`config.mk`:
```
export PLATFORM = sky130hd
export DESIGN_NAME = taw_core
export DESIGN_NICKNAME = d
export VERILOG_FILES = /design/src/core/taw_pkg.sv /design/src/core/taw_core.sv
export SDC_FILE = /design/constraint.sdc
export NUM_CORES = 1
export LEC_CHECK = 0
export ABC_CLOCK_PERIOD_IN_PS = 2650
export CAP_MARGIN = 25
export CORE_MARGIN = 4
export CORE_UTILIZATION = 45
export DETAILED_ROUTE_END_ITERATION = 8
export DONT_BUFFER_PORTS = 1
export GPL_TIMING_DRIVEN = 0
export HOLD_SLACK_MARGIN = 0.05
export MAX_ROUTING_LAYER = met4
export PLACE_DENSITY = 0.67
export SLEW_MARGIN = 10
export SYNTH_ARGS = -nofsm -noshare
export SYNTH_HDL_FRONTEND = slang
export SYNTH_SLANG_ARGS = --single-unit
```
`constraint.sdc`:
```
create_clock -name CLK -period 2.65 [get_ports CLK]
set_input_delay 0.3975 -clock CLK [delete_from_list [all_inputs] [get_ports CLK]]
set_output_delay 0.3975 -clock CLK [all_outputs]
set_load 0.01 [all_outputs]
```
`src/core/taw_pkg.sv`:
```
// Function
// [RULE1] lowest address bit absent, addresses even
// [RULE2] carry on low ones, borrow on zeros
// [RULE3] reverse code on go clear sets count down
// [RULE4] read bus muxes address or count, else floats
// [RULE5] address plus extension driven during transfers
// [RULE6] hidden drive counter governs the run line
// [RULE7] load two's complement, count up to zero
// [RULE8] counters load on full word write only
// [RULE9] drive counter steps without overflow or error
// [RULE10] step on trailing edge, top carry overflows
// [RULE11] word counters have no clear path
// [RULE12] primary init or power low inits drive bus
// [RULE13] combined clear from four sources
// [RULE14] go clear resets requests, clear resets all
// [RULE15] secondary init posts data late when active
// [RULE16] clears reset both overflows and done
// [RULE17] host overflow then done at request end
// [RULE18] error gives done, ready after end of segment
// [RULE19] drive carry sets last word, stops prefetch
// [RULE20] last word sampled, disables data late
// [RULE21] increment inhibit holds the address
// [RULE22] address counts down or up on strobe end
// [RULE23] each step moves byte address by two
package taw_pkg;
  localparam int ADDR_W = 15;
  localparam int WC_W = 16;
  localparam int DATA_W = 16;
  localparam int EXT_W = 2;
  localparam int LOW_SLICE_W = 3;
  localparam int REV_BIT_A = 1;
  localparam int REV_BIT_B = 2;
  localparam int CLEAR_BIT = 5;
  localparam int INHIBIT_BIT = 8;
  localparam int EXT_LSB = 8;
  localparam logic [ADDR_W-1:0] ADDR_RST = 15'h0000;
  localparam logic [WC_W-1:0] WC_RST = 16'h0000;
  localparam logic [EXT_W-1:0] EXT_RST = 2'h0;
  localparam logic [LOW_SLICE_W-1:0] LOW_ONES = 3'h7;
  localparam logic [LOW_SLICE_W-1:0] LOW_ZEROS = 3'h0;
  localparam logic [WC_W-1:0] WC_LAST = 16'hFFFF;
endpackage : taw_pkg

```
`src/core/taw_core.sv`:
```
`timescale 1ns/1ps
module taw_core (
  input wire logic CLK,
  input wire logic RSTN,
  input wire logic REG_STR,
  input wire logic BYTE_HI,
  input wire logic BYTE_LO,
  input wire logic SEL_ADDR,
  input wire logic SEL_WC,
  input wire logic SEL_CTL1,
  input wire logic SEL_CTL2,
  input wire logic [taw_pkg::DATA_W-1:0] DATA_IN,
  input wire logic GO_LOAD,
  input wire logic BUSA_INIT,
  input wire logic BUSA_POWER_LOW,
  input wire logic BUSB_INIT,
  input wire logic BUSB_POWER_LOW,
  input wire logic BUSB_ACTIVE,
  input wire logic ADDRESS_DRIVE_STROBE,
  input wire logic HOST_COUNT_STEP,
  input wire logic DRIVE_WORD_CLK,
  input wire logic DATA_REQ,
  input wire logic TRANSFER_ERROR,
  input wire logic DRIVE_ERROR,
  input wire logic END_OF_SEGMENT,
  input wire logic WRITE_XFER,
  input wire logic WORD_MISSING,
  output logic [taw_pkg::DATA_W-1:0] INTERNAL_READ_BUS,
  output logic INTERNAL_READ_BUS_OE,
  output logic [taw_pkg::ADDR_W:0] ADDR_OUT,
  output logic ADDRESS_EXTENSION_LOW,
  output logic ADDRESS_EXTENSION_HIGH,
  output logic COUNT_DOWN_FLAG,
  output logic INCREMENT_INHIBIT,
  output logic DRIVE_BUS_INITIALIZE,
  output logic COMBINED_CLEAR,
  output logic GO_CLEAR,
  output logic HOST_COUNT_OVERFLOW,
  output logic DRIVE_COUNT_OVERFLOW,
  output logic DONE,
  output logic READY,
  output logic RUN,
  output logic LAST_WORD,
  output logic PREFETCH_ENABLE,
  output logic DATA_LATE_ERROR
);
  import taw_pkg::*;

  typedef struct packed {
    logic [ADDR_W-1:0] addr;
    logic [EXT_W-1:0] ext;
    logic cdn;
    logic inh;
    logic [WC_W-1:0] hwc;
    logic [WC_W-1:0] dwc;
    logic hovf;
    logic dovf;
    logic done;
    logic rdy;
    logic err_wait;
    logic lw;
    logic dcarry;
    logic data_late_error;
    logic astb_p;
    logic hstb_p;
    logic dclk_p;
    logic dreq_p;
    logic init;
    logic clr;
    logic gclr;
    logic [DATA_W-1:0] rbus;
    logic rbus_oe;
  } taw_state_t;

  taw_state_t s_q, s_d;

  // one step of the address counter, low slice decoded separately
  function automatic logic [ADDR_W+EXT_W-1:0] addr_step(
    input logic [ADDR_W+EXT_W-1:0] v, input logic down);
    logic [LOW_SLICE_W-1:0] lo;
    logic [ADDR_W+EXT_W-LOW_SLICE_W-1:0] hi;
    logic carry;
    logic borrow;
    lo = v[LOW_SLICE_W-1:0];
    hi = v[ADDR_W+EXT_W-1:LOW_SLICE_W];
    carry = (lo == LOW_ONES); // [RULE2]
    borrow = (lo == LOW_ZEROS); // [RULE2]
    if (down) begin
      lo = lo - 3'h1;
      if (borrow) hi = hi - 1'b1;
    end else begin
      lo = lo + 3'h1;
      if (carry) hi = hi + 1'b1;
    end
    return {hi, lo};
  endfunction : addr_step

  // one word counter step: the low slice carry ripples into the high slice
  function automatic logic [WC_W-1:0] wc_step(
    input logic [WC_W-1:0] v);
    logic [7:0] lo;
    logic [7:0] hi;
    lo = v[7:0] + 8'h01;
    hi = v[15:8];
    if (v[7:0] == 8'hFF) begin
      hi = hi + 8'h01; // [RULE10]
    end
    return {hi, lo};
  endfunction : wc_step

  logic wr_full_wc;
  logic a_fall;
  logic h_fall;
  logic d_fall;
  logic r_fall;
  logic prog_clr;
  logic go_clear;
  logic any_clr;
  logic [ADDR_W+EXT_W-1:0] stepped;

  // decoded write and read requests
  logic full_clr;
  logic rev_code;
  logic wr_addr_lo;
  logic wr_addr_hi;
  logic wr_ext;
  logic wr_inh;
  logic rd_addr;
  logic rd_wc;
  logic busb_clr;

  // counter steps and drive side qualifiers
  logic [WC_W-1:0] hwc_next;
  logic [WC_W-1:0] dwc_next;
  logic d_step;
  logic late_word;

  always_comb begin
    s_d = s_q;
    wr_full_wc = REG_STR && SEL_WC && BYTE_HI && BYTE_LO; // [RULE8]
    a_fall = s_q.astb_p && !ADDRESS_DRIVE_STROBE; // [RULE22]
    h_fall = s_q.hstb_p && !HOST_COUNT_STEP; // [RULE10]
    d_fall = s_q.dclk_p && !DRIVE_WORD_CLK; // [RULE10]
    r_fall = s_q.dreq_p && !DATA_REQ;
    prog_clr = REG_STR && SEL_CTL2 && BYTE_LO && DATA_IN[CLEAR_BIT];
    go_clear = GO_LOAD;
    // combined clear sources [RULE13]
    s_d.init = BUSA_INIT || BUSA_POWER_LOW; // [RULE12]
    s_d.clr = BUSA_INIT || BUSA_POWER_LOW || go_clear || prog_clr; // [RULE13]
    s_d.gclr = go_clear; // [RULE14]
    any_clr = s_d.clr;
    // a go load alone keeps the address; a program clear with it still wipes all
    full_clr = s_d.init || prog_clr; // [RULE14]
    rev_code = DATA_IN[REV_BIT_A] && DATA_IN[REV_BIT_B]; // [RULE3]
    wr_addr_lo = REG_STR && SEL_ADDR && BYTE_LO;
    wr_addr_hi = REG_STR && SEL_ADDR && BYTE_HI;
    // extension bits are written only while ready, so commands to other drives leave them alone
    wr_ext = REG_STR && SEL_CTL1 && BYTE_HI && s_q.rdy;
    wr_inh = REG_STR && SEL_CTL2 && BYTE_HI; // [RULE21]
    // a write cycle never drives the read bus
    rd_addr = SEL_ADDR && !REG_STR; // [RULE4]
    rd_wc = SEL_WC && !REG_STR && !SEL_ADDR; // [RULE4]
    // secondary bus init never clears registers, it only posts data late while the transfer is active
    busb_clr = BUSB_INIT || BUSB_POWER_LOW; // [RULE15]
    hwc_next = wc_step(s_q.hwc);
    dwc_next = wc_step(s_q.dwc);
    // drive counter freezes once it has overflowed, and while the drive reports an error
    d_step = d_fall && !s_q.dovf && !DRIVE_ERROR; // [RULE9]
    // strobes act on their trailing edge; the _p copies hold last cycle's level
    s_d.astb_p = ADDRESS_DRIVE_STROBE;
    s_d.hstb_p = HOST_COUNT_STEP;
    s_d.dclk_p = DRIVE_WORD_CLK;
    s_d.dreq_p = DATA_REQ;

    if (wr_inh) begin
      s_d.inh = DATA_IN[INHIBIT_BIT];
    end
    if (go_clear && rev_code) begin
      s_d.cdn = 1'b1; // [RULE3]
    end else if (go_clear) begin
      s_d.cdn = 1'b0;
    end

    // address counter: full clear, loads, then stepping
    stepped = addr_step({s_q.ext, s_q.addr}, s_q.cdn);
    if (full_clr) begin
      s_d.addr = ADDR_RST; // [RULE14]
      s_d.ext = EXT_RST;
    end else begin
      if (wr_addr_lo) begin
        s_d.addr[6:0] = DATA_IN[7:1]; // [RULE1]
      end
      if (wr_addr_hi) begin
        s_d.addr[ADDR_W-1:7] = DATA_IN[15:8];
      end
      if (wr_ext) begin
        s_d.ext = DATA_IN[EXT_LSB+EXT_W-1:EXT_LSB];
      end
      if (a_fall && !s_q.inh) begin // [RULE21]
        {s_d.ext, s_d.addr} = stepped; // [RULE22] [RULE23]
      end
    end

    // word counters: preload only, never cleared [RULE11]
    if (wr_full_wc) begin
      s_d.hwc = DATA_IN; // [RULE7] [RULE8]
      s_d.dwc = DATA_IN; // [RULE8]
    end else begin
      if (h_fall) begin
        s_d.hwc = hwc_next; // [RULE7] [RULE10]
      end
      if (d_step) begin // [RULE9]
        s_d.dwc = dwc_next; // [RULE6] [RULE7]
      end
    end

    // flags: a set in the clearing cycle wins [RULE16]
    if (any_clr) begin
      s_d.hovf = 1'b0; // [RULE16]
      s_d.dovf = 1'b0; // [RULE16]
      s_d.done = 1'b0; // [RULE16]
      s_d.rdy = 1'b0;
      s_d.err_wait = 1'b0;
      s_d.lw = 1'b0;
      s_d.dcarry = 1'b0;
    end
    if (!wr_full_wc && h_fall && s_q.hwc == WC_LAST) begin
      s_d.hovf = 1'b1; // [RULE10] [RULE17]
    end
    // drive carry is held as last word until the next clear
    if (!wr_full_wc && d_step && s_q.dwc == WC_LAST) begin
      s_d.dovf = 1'b1; // [RULE10]
      s_d.dcarry = 1'b1; // [RULE19]
    end
    if (d_fall) begin
      s_d.lw = s_q.dcarry || s_d.dcarry; // [RULE20]
    end
    if (r_fall && (s_q.hovf || TRANSFER_ERROR)) begin
      s_d.done = 1'b1; // [RULE17] [RULE18]
      if (TRANSFER_ERROR && !END_OF_SEGMENT) begin
        s_d.err_wait = 1'b1; // [RULE18]
      end else begin
        s_d.rdy = 1'b1;
      end
    end
    if (s_q.err_wait && END_OF_SEGMENT) begin
      s_d.err_wait = 1'b0;
      s_d.rdy = 1'b1; // [RULE18]
    end

    // data late error; full clear resets it, set wins
    if (full_clr) begin
      s_d.data_late_error = 1'b0;
    end
    if (busb_clr && BUSB_ACTIVE) begin
      s_d.data_late_error = 1'b1; // [RULE15]
    end
    // a missing word on the final drive clock is not late
    late_word = d_fall && WORD_MISSING && !s_q.lw && !s_d.lw; // [RULE20]
    if (late_word) begin
      s_d.data_late_error = 1'b1; // [RULE20]
    end

    // register read mux, floats when nothing selected
    s_d.rbus = '0;
    s_d.rbus_oe = 1'b0;
    if (rd_addr) begin
      s_d.rbus = {s_q.addr, 1'b0}; // [RULE4] [RULE1]
      s_d.rbus_oe = 1'b1; // [RULE4]
    end else if (rd_wc) begin
      s_d.rbus = s_q.hwc; // [RULE4]
      s_d.rbus_oe = 1'b1; // [RULE4]
    end
  end

  always_ff @(posedge CLK) begin
    if (!RSTN) begin
      s_q <= '0;
      s_q.addr <= ADDR_RST;
      s_q.ext <= EXT_RST;
      s_q.hwc <= WC_RST;
      s_q.dwc <= WC_RST;
      s_q.rdy <= 1'b1;
    end else begin
      s_q <= s_d;
    end
  end

  assign INTERNAL_READ_BUS = s_q.rbus;
  assign INTERNAL_READ_BUS_OE = s_q.rbus_oe;
  assign ADDR_OUT = {s_q.addr, 1'b0}; // [RULE1] [RULE5]
  assign ADDRESS_EXTENSION_LOW = s_q.ext[0]; // [RULE5]
  assign ADDRESS_EXTENSION_HIGH = s_q.ext[1]; // [RULE5]
  assign COUNT_DOWN_FLAG = s_q.cdn;
  assign INCREMENT_INHIBIT = s_q.inh;
  assign DRIVE_BUS_INITIALIZE = s_q.init; // [RULE12]
  assign COMBINED_CLEAR = s_q.clr; // [RULE14]
  assign GO_CLEAR = s_q.gclr; // [RULE14]
  assign HOST_COUNT_OVERFLOW = s_q.hovf;
  assign DRIVE_COUNT_OVERFLOW = s_q.dovf;
  assign DONE = s_q.done;
  assign READY = s_q.rdy;
  assign RUN = !s_q.dovf; // [RULE6]
  assign LAST_WORD = s_q.dcarry; // [RULE19]
  assign PREFETCH_ENABLE = WRITE_XFER && !s_q.dcarry; // [RULE19]
  assign DATA_LATE_ERROR = s_q.data_late_error;
endmodule : taw_core

```
==> run metrics, run 1 <==
num rows=35; period utilisation layout=0.9468; Leak Pwr=around 1.8 nW; Worst VDD drop=roughly 0.25 mV; Final Hold Viols=0; min Tclk post-route=~2.5 ns; CTS tree=done; CTS buffer count=9; CTS root buf=clkbuf_8; ys async rst share=0; FF-to-FF path depth=8; DR iter-0 viols=~270; Die Width=~110 µm; IO buf count=0; Crit path required time=around 2.9 ns; count of different cell masters after synthesis=57; hpwl dp=around 9.4 mm; hold path cells=1; largest net degree at the start of global routing=19; Crit Path Max Fanout=11; most common cell after layout, fill and taps aside=dfxtp_1; drt total wl=~12 mm; setup TNS=0 ns; Mapped Area=4434 µm²; Post-synth EDFFs=0; clk_skew=a little over 0.01 ns; area of the core=roughly 9400 µm²; Final setup viols=0; Reg clk slew, reported paths=approximately 0.09 ns; share of cells above drive strength 1=0.1173; f_max=~0.4 GHz; largest register by flop count=s_q; most frequent cells in the layout=dfxtp_1 (82), a21oi_1 (56), nor2_1 (45), nand2_1 (38), buf_4 (32); CTS Hold Bufs=0; pre-CTS WS=-0.3402 ns; Fill cells=877; final hold slack=approximately 0.11 ns; crit path cell chain=clkbuf_4 > ha_1 > a21oi_1 > o21ai_1 > a211o_1 > a311o_2 > mux2i_1 > a211oi_1; worst slew pin tran=0.8481 ns; Final nets=591; CP Capture Type=flop; Total Power=between 2 and 3 mW; number of clock sinks=83; ys flop type=dfxtp_1; DRT antenna net count=0; Post-Place Cells=650; I/O Pins=between 80 and 90; RSZ-0062 raised after global routing=false; DR vias=3894; total gr overflow=0; crit-path max cell delay=approximately 0.47 ns; DRC Markers=0; Initial Util=0.4710; vias per inst=a little under 6; RePlAce Congestion=about 0.90; Max Cap Viol=0; first-pass GRT wire length=~19 mm; Critical Setup Path Class=flop to flop; vias in the first global route=~3700; PwrDens=537.3 nW/µm²; PnR worst setup slack=around 0.14 ns; clock tree buffer depth=2; all-layer global routing usage=0.2162; max-slew violation count=0; Setup crit start kind=flop; Layout area overhead=9.396%; max FFs per register=38; crit path DAT=about 2.8 ns; Non-Filler Instances=between 600 and 700; DRT Pass-1 Iters=4; worst min path class=input port to flop; #FFs+latches synth=83; Vert. Die Dim=~110 µm; synth warn=0; syn nets=about 580; DR WL/cell=around 18 µm; htree depth=3; Clock Latency Late Sink=between 0.3 and 0.4 ns; initial antenna violation count=0; Cells after Synth=520; Syn Area/Cell=approximately 8.5 µm²; sequential element share of the synthesized area=0.3747; CP max-delay cell=dfxtp_4; outcome=complete, no violations; Slew Limit Headroom=0.4334; ANT cells=0; die area=between 10000 and 15000 µm²
critical path, delay by kind of cell, from the launching register on:
family                   cells  cell delay [ns]
adder cells (fa/ha/maj)      1             0.24
AO/OA/AOI/OAI                5             1.36
flip-flops                   1             0.47
multiplexers                 1             0.12
buffers and inverters        1             0.24
cell families after synthesis:
| family | synth area share |
|---|---|
| simple gates | 0.2091 |
| compound gates | 0.1953 |
| flops | 0.3747 |
| buf+inv | 0.08070 |
| xor+xnor | 0.06716 |
| fa+ha+maj | 0.05418 |
| mux | 0.01806 |
| other cells | 0.0008457 |
per-stage QoR:
step / area, µm² / utilization
after CTS: 4843 / 0.5144
final: 4851 / 0.5152
after global routing: 4851 / 0.5152
after floorplan: 4434 / -
after global placement: 4596 / 0.4881
after detailed placement: 4601 / 0.4886
Yosys cell counts, drive strengths merged, types with 9 or more instances:
cell type,count,share of area
inv,9,0.0076
and2,9,0.013
clkbuf,17,0.014
xor2,21,0.041
nand2,38,0.032
nand4,13,0.022
nor2,47,0.041
buf,34,0.058
a22oi,15,0.025
and3,14,0.021
ha,16,0.045
nor2b,9,0.013
a31oi,9,0.013
nand3,18,0.020
dfxtp,83,0.37
a21oi,56,0.063
xnor2,13,0.026
nor3,11,0.012
o21ai,28,0.032
worst paths after layout:
kind                                     start                             endpoint  slack (ns)
hold reg to reg              DONE$_SDFFE_PN0P_                    DONE$_SDFFE_PN0P_        0.51
setup reg to reg  COUNT_DOWN_FLAG$_SDFFE_PN0P_  ADDRESS_EXTENSION_HIGH$_SDFFE_PP0P_        0.14
hold / removal                  END_OF_SEGMENT                   s_q[27]$_SDFF_PP0_        0.11
setup / recovery  COUNT_DOWN_FLAG$_SDFFE_PN0P_  ADDRESS_EXTENSION_HIGH$_SDFFE_PP0P_        0.14
cell type report:
class,instances,area [µm²],area share
Multi-Input combinational cell,376,2415,0.4978
Clock inverter,6,115.1,0.02373
Tap cell,129,161.4,0.03327
Inverter,10,37.54,0.007738
Clock buffer,9,123.9,0.02554
Buffer,51,320.3,0.06603
Sequential cell,83,1665,0.3433
Timing Repair Buffer,2,12.51,0.002579
report_power, final:
group	leakage (nW)	internal, mW	total (mW)	switching, mW
Combinational	1.04	0.0715	0.189	0.117
Sequential	0.675	1.28	1.32	0.0391
Clock	0.115	0.624	1.10	0.475
timing repair:
item	in CTS	in global routing
buffers inserted	0	1
gates resized for setup	2	0
endpoints found under the setup margin	8	1
layer usage:
metal / vias to the layer above / track usage / wire (µm)
li1: 1853 / - / -
met1: 1888 / 0.2594 / 5255
met2: 135 / 0.3642 / 6033
met3: 18 / 0.04799 / 775
met4: 0 / 0.06393 / 231
met5: - / - / 0
Power figures use the tool's default switching activity.
==> run 2, diff against run 1 <==
MAX_ROUTING_LAYER = default   (was met4)
==> run metrics, run 2 (synthesis gave the netlist of run 1 again) <==
outcome=complete, no violations; crit path cell chain=ha_1 > nor2b_1 > o21a_1 > o21a_1 > o41a_1 > a311oi_2 > nor3_1 > a211o_1; CTS buffer count=9 (unchanged); largest register by flop count=s_q; DR iter-0 viols=202 (-24%); crit path DAT=2.77 ns (about the same); setup TNS=0 ns (unchanged); FF-to-FF path depth=8 (unchanged); DRC Markers=0 (unchanged); Post-CTS Setup Bufs=0 (unchanged); die area=11510 µm² (unchanged); fin util=0.5139 (-0.001329); reg2reg setup slack=0.13 ns (-0.02 ns); CTS root buf=clkbuf_8; wire length on met3=795 µm (+2.6%); Crit Path Max Fanout=18 (+7); share of cells above drive strength 1=0.1173 (unchanged); crit-path max cell delay=0.50 ns (+0.03 ns); Max Cap Viol=0 (unchanged); most common cell after layout, fill and taps aside=dfxtp_1; worst min path class=input port to flop; top sig layer=met4; Fill cells=880 (+0.34%); clock power share=0.413 (-0.009); Area after DPL=4601 µm² (unchanged); Initial Util=0.4710 (unchanged); Clock Latency Late Sink=0.36 ns (about the same); max-slew violation count=0 (unchanged); clk_skew=0.01733 ns (+0.007059 ns); IO buf count=0 (unchanged); hpwl dp=9.339 mm (-0.40%); PwrDens=529.6 nW/µm² (-1.4%); combinational power share=0.072 (about the same); PnR worst setup slack=0.1254 ns (-0.01546 ns); Crit path depth=8 (unchanged); I/O Pins=88 (unchanged); number of clock sinks=83 (unchanged); switching share of power=0.2446 (+0.002181); CP max-delay cell=dfxtp_4; Slew Limit Headroom=0.4302 (-0.003222); clock tree buffer depth=2 (unchanged); worst reg2reg path endpoint=ADDR_OUT[14]$_SDFFE_PP0P_; Die Width=107.3 µm (unchanged); RePlAce Congestion=0.8820 (-1.6%); f_max=0.3961 GHz (-0.61%); DRT Pass-1 Iters=6 (+2); min Tclk post-route=2.525 ns (+0.01546 ns); CP endpoint=ADDR_OUT[14]$_SDFFE_PP0P_; internal power=1.936 mW (-2.0%); Non-Filler Instances=666 (unchanged); most frequent cells in the layout=dfxtp_1 (82), a21oi_1 (56), nor2_1 (45), nand2_1 (38), buf_4 (32); Reg clk slew, reported paths=0.10 ns (about the same); Crit path top cell by count=o21a_1; CP delay by family, top=compound AO/OA/AOI/OAI gates; CP Capture Type=flop; period utilisation layout=0.9527 (+0.005832); RSZ-0062 raised after global routing=false; drt total wl=12.08 mm (-1.7%); worst slew pin tran=0.8529 ns (+0.004823 ns); pre-CTS WS=-0.2956 ns (+0.04460 ns); all-layer global routing usage=0.2113 (-0.004919); Final setup viols=0 (unchanged); max FFs per register=38 (unchanged); Seq pwr share=0.515 (+0.009); Vert. Die Dim=107.3 µm (unchanged); Worst VDD drop=0.2650 mV (+5.9%); DRT antenna net count=0 (unchanged); multi-input logic area=2415 µm² (unchanged); area of the core=9415 µm² (unchanged); first-pass GRT wire length=19.04 mm (about the same); CTS tree=done; Post-Place Cells=650 (unchanged); ANT cells=0 (unchanged); Final nets=590 (-0.17%); Storage cell area=1665 µm² (unchanged); Met2 Wirelength=5.880 mm (-2.5%); Layout area overhead=9.114%; Total Power=2.563 mW (-1.7%); num rows=35 (unchanged); post-layout instance area=4838 µm² (-0.26%); total gr overflow=0 (unchanged); vias per inst=5.827 (-0.33%); Crit path required time=2.90 ns (-0.02 ns); largest net degree at the start of global routing=19 (unchanged); Final Hold Viols=0 (unchanged); NetSw=0.6267 mW (-0.79%); initial antenna violation count=0 (unchanged); CP Buf/Inv Count=0 (-1); htree depth=3 (unchanged); vias in the first global route=3666 (+0.027%); Met1 Wirelength=5.106 mm (-2.8%); Critical Path Start=COUNT_DOWN_FLAG$_SDFFE_PN0P_; Leak Pwr=1.829 nW (about the same); DR WL/cell=18.14 µm (-1.7%); FF-to-FF Start=COUNT_DOWN_FLAG$_SDFFE_PN0P_; Setup crit start kind=flop; Critical Setup Path Class=flop to flop; DR vias=3881 (-0.33%); final hold slack=0.09728 ns (-0.01714 ns)
run 2: cell types whose count changed in the layout (fill, tap and decap cells not counted):
cell        previous run  this run
clkbuf_8               9        11
clkinvlp_4             1         0
clkinv_4               2         1
bufinv_16              3         2
clkinv_2               0         1
clkbuf_4               1         0
inv_6                  0         1
run 2: power by group through the flow:
stage	combinational, mW	sequential, mW	clock, mW
CTS	0.184	1.32	1.07
detailed placement	0.182	1.35	0
finish	0.186	1.32	1.06
floorplan	0.143	1.34	0
global route	0.208	1.32	1.12
global placement	0.177	1.35	0
run 2: repair_timing:
item | 4_1_cts | 5_1_grt
endpoints found under the setup margin | 7 | 0
hold buffers | 0 | 0
gates resized for setup | 2 | 0
run 2: final cells by class:
| type | count | share of cell area |
|---|---|---|
| Sequential cell | 83 | 0.3442 |
| Buffer | 51 | 0.06620 |
| Timing Repair Buffer | 1 | 0.001034 |
| Clock buffer | 11 | 0.03129 |
| Multi-Input combinational cell | 376 | 0.4991 |
| Inverter | 10 | 0.007758 |
| Tap cell | 129 | 0.03336 |
| Clock inverter | 5 | 0.01707 |
run 2: layer usage:
metal | vias to the layer above | GRT usage
met5 | - | 0
met4 | 0 | 0.09041
met3 | 22 | 0.03419
met2 | 138 | 0.3597
met1 | 1863 | 0.2633
li1 | 1858 | -
run 2: how the worst min path moves through the flow:
stage / start / to / cells after the start
after floorplan: ADDR_OUT[8]$_SDFFE_PP0P_ / ADDR_OUT[8]$_SDFFE_PP0P_ / 2
after global placement: END_OF_SEGMENT / s_q[27]$_SDFF_PP0_ / 1
after CTS: END_OF_SEGMENT / s_q[27]$_SDFF_PP0_ / 1
after global routing: END_OF_SEGMENT / s_q[27]$_SDFF_PP0_ / 1
final: END_OF_SEGMENT / s_q[27]$_SDFF_PP0_ / 1
after detailed placement: END_OF_SEGMENT / s_q[27]$_SDFF_PP0_ / 1
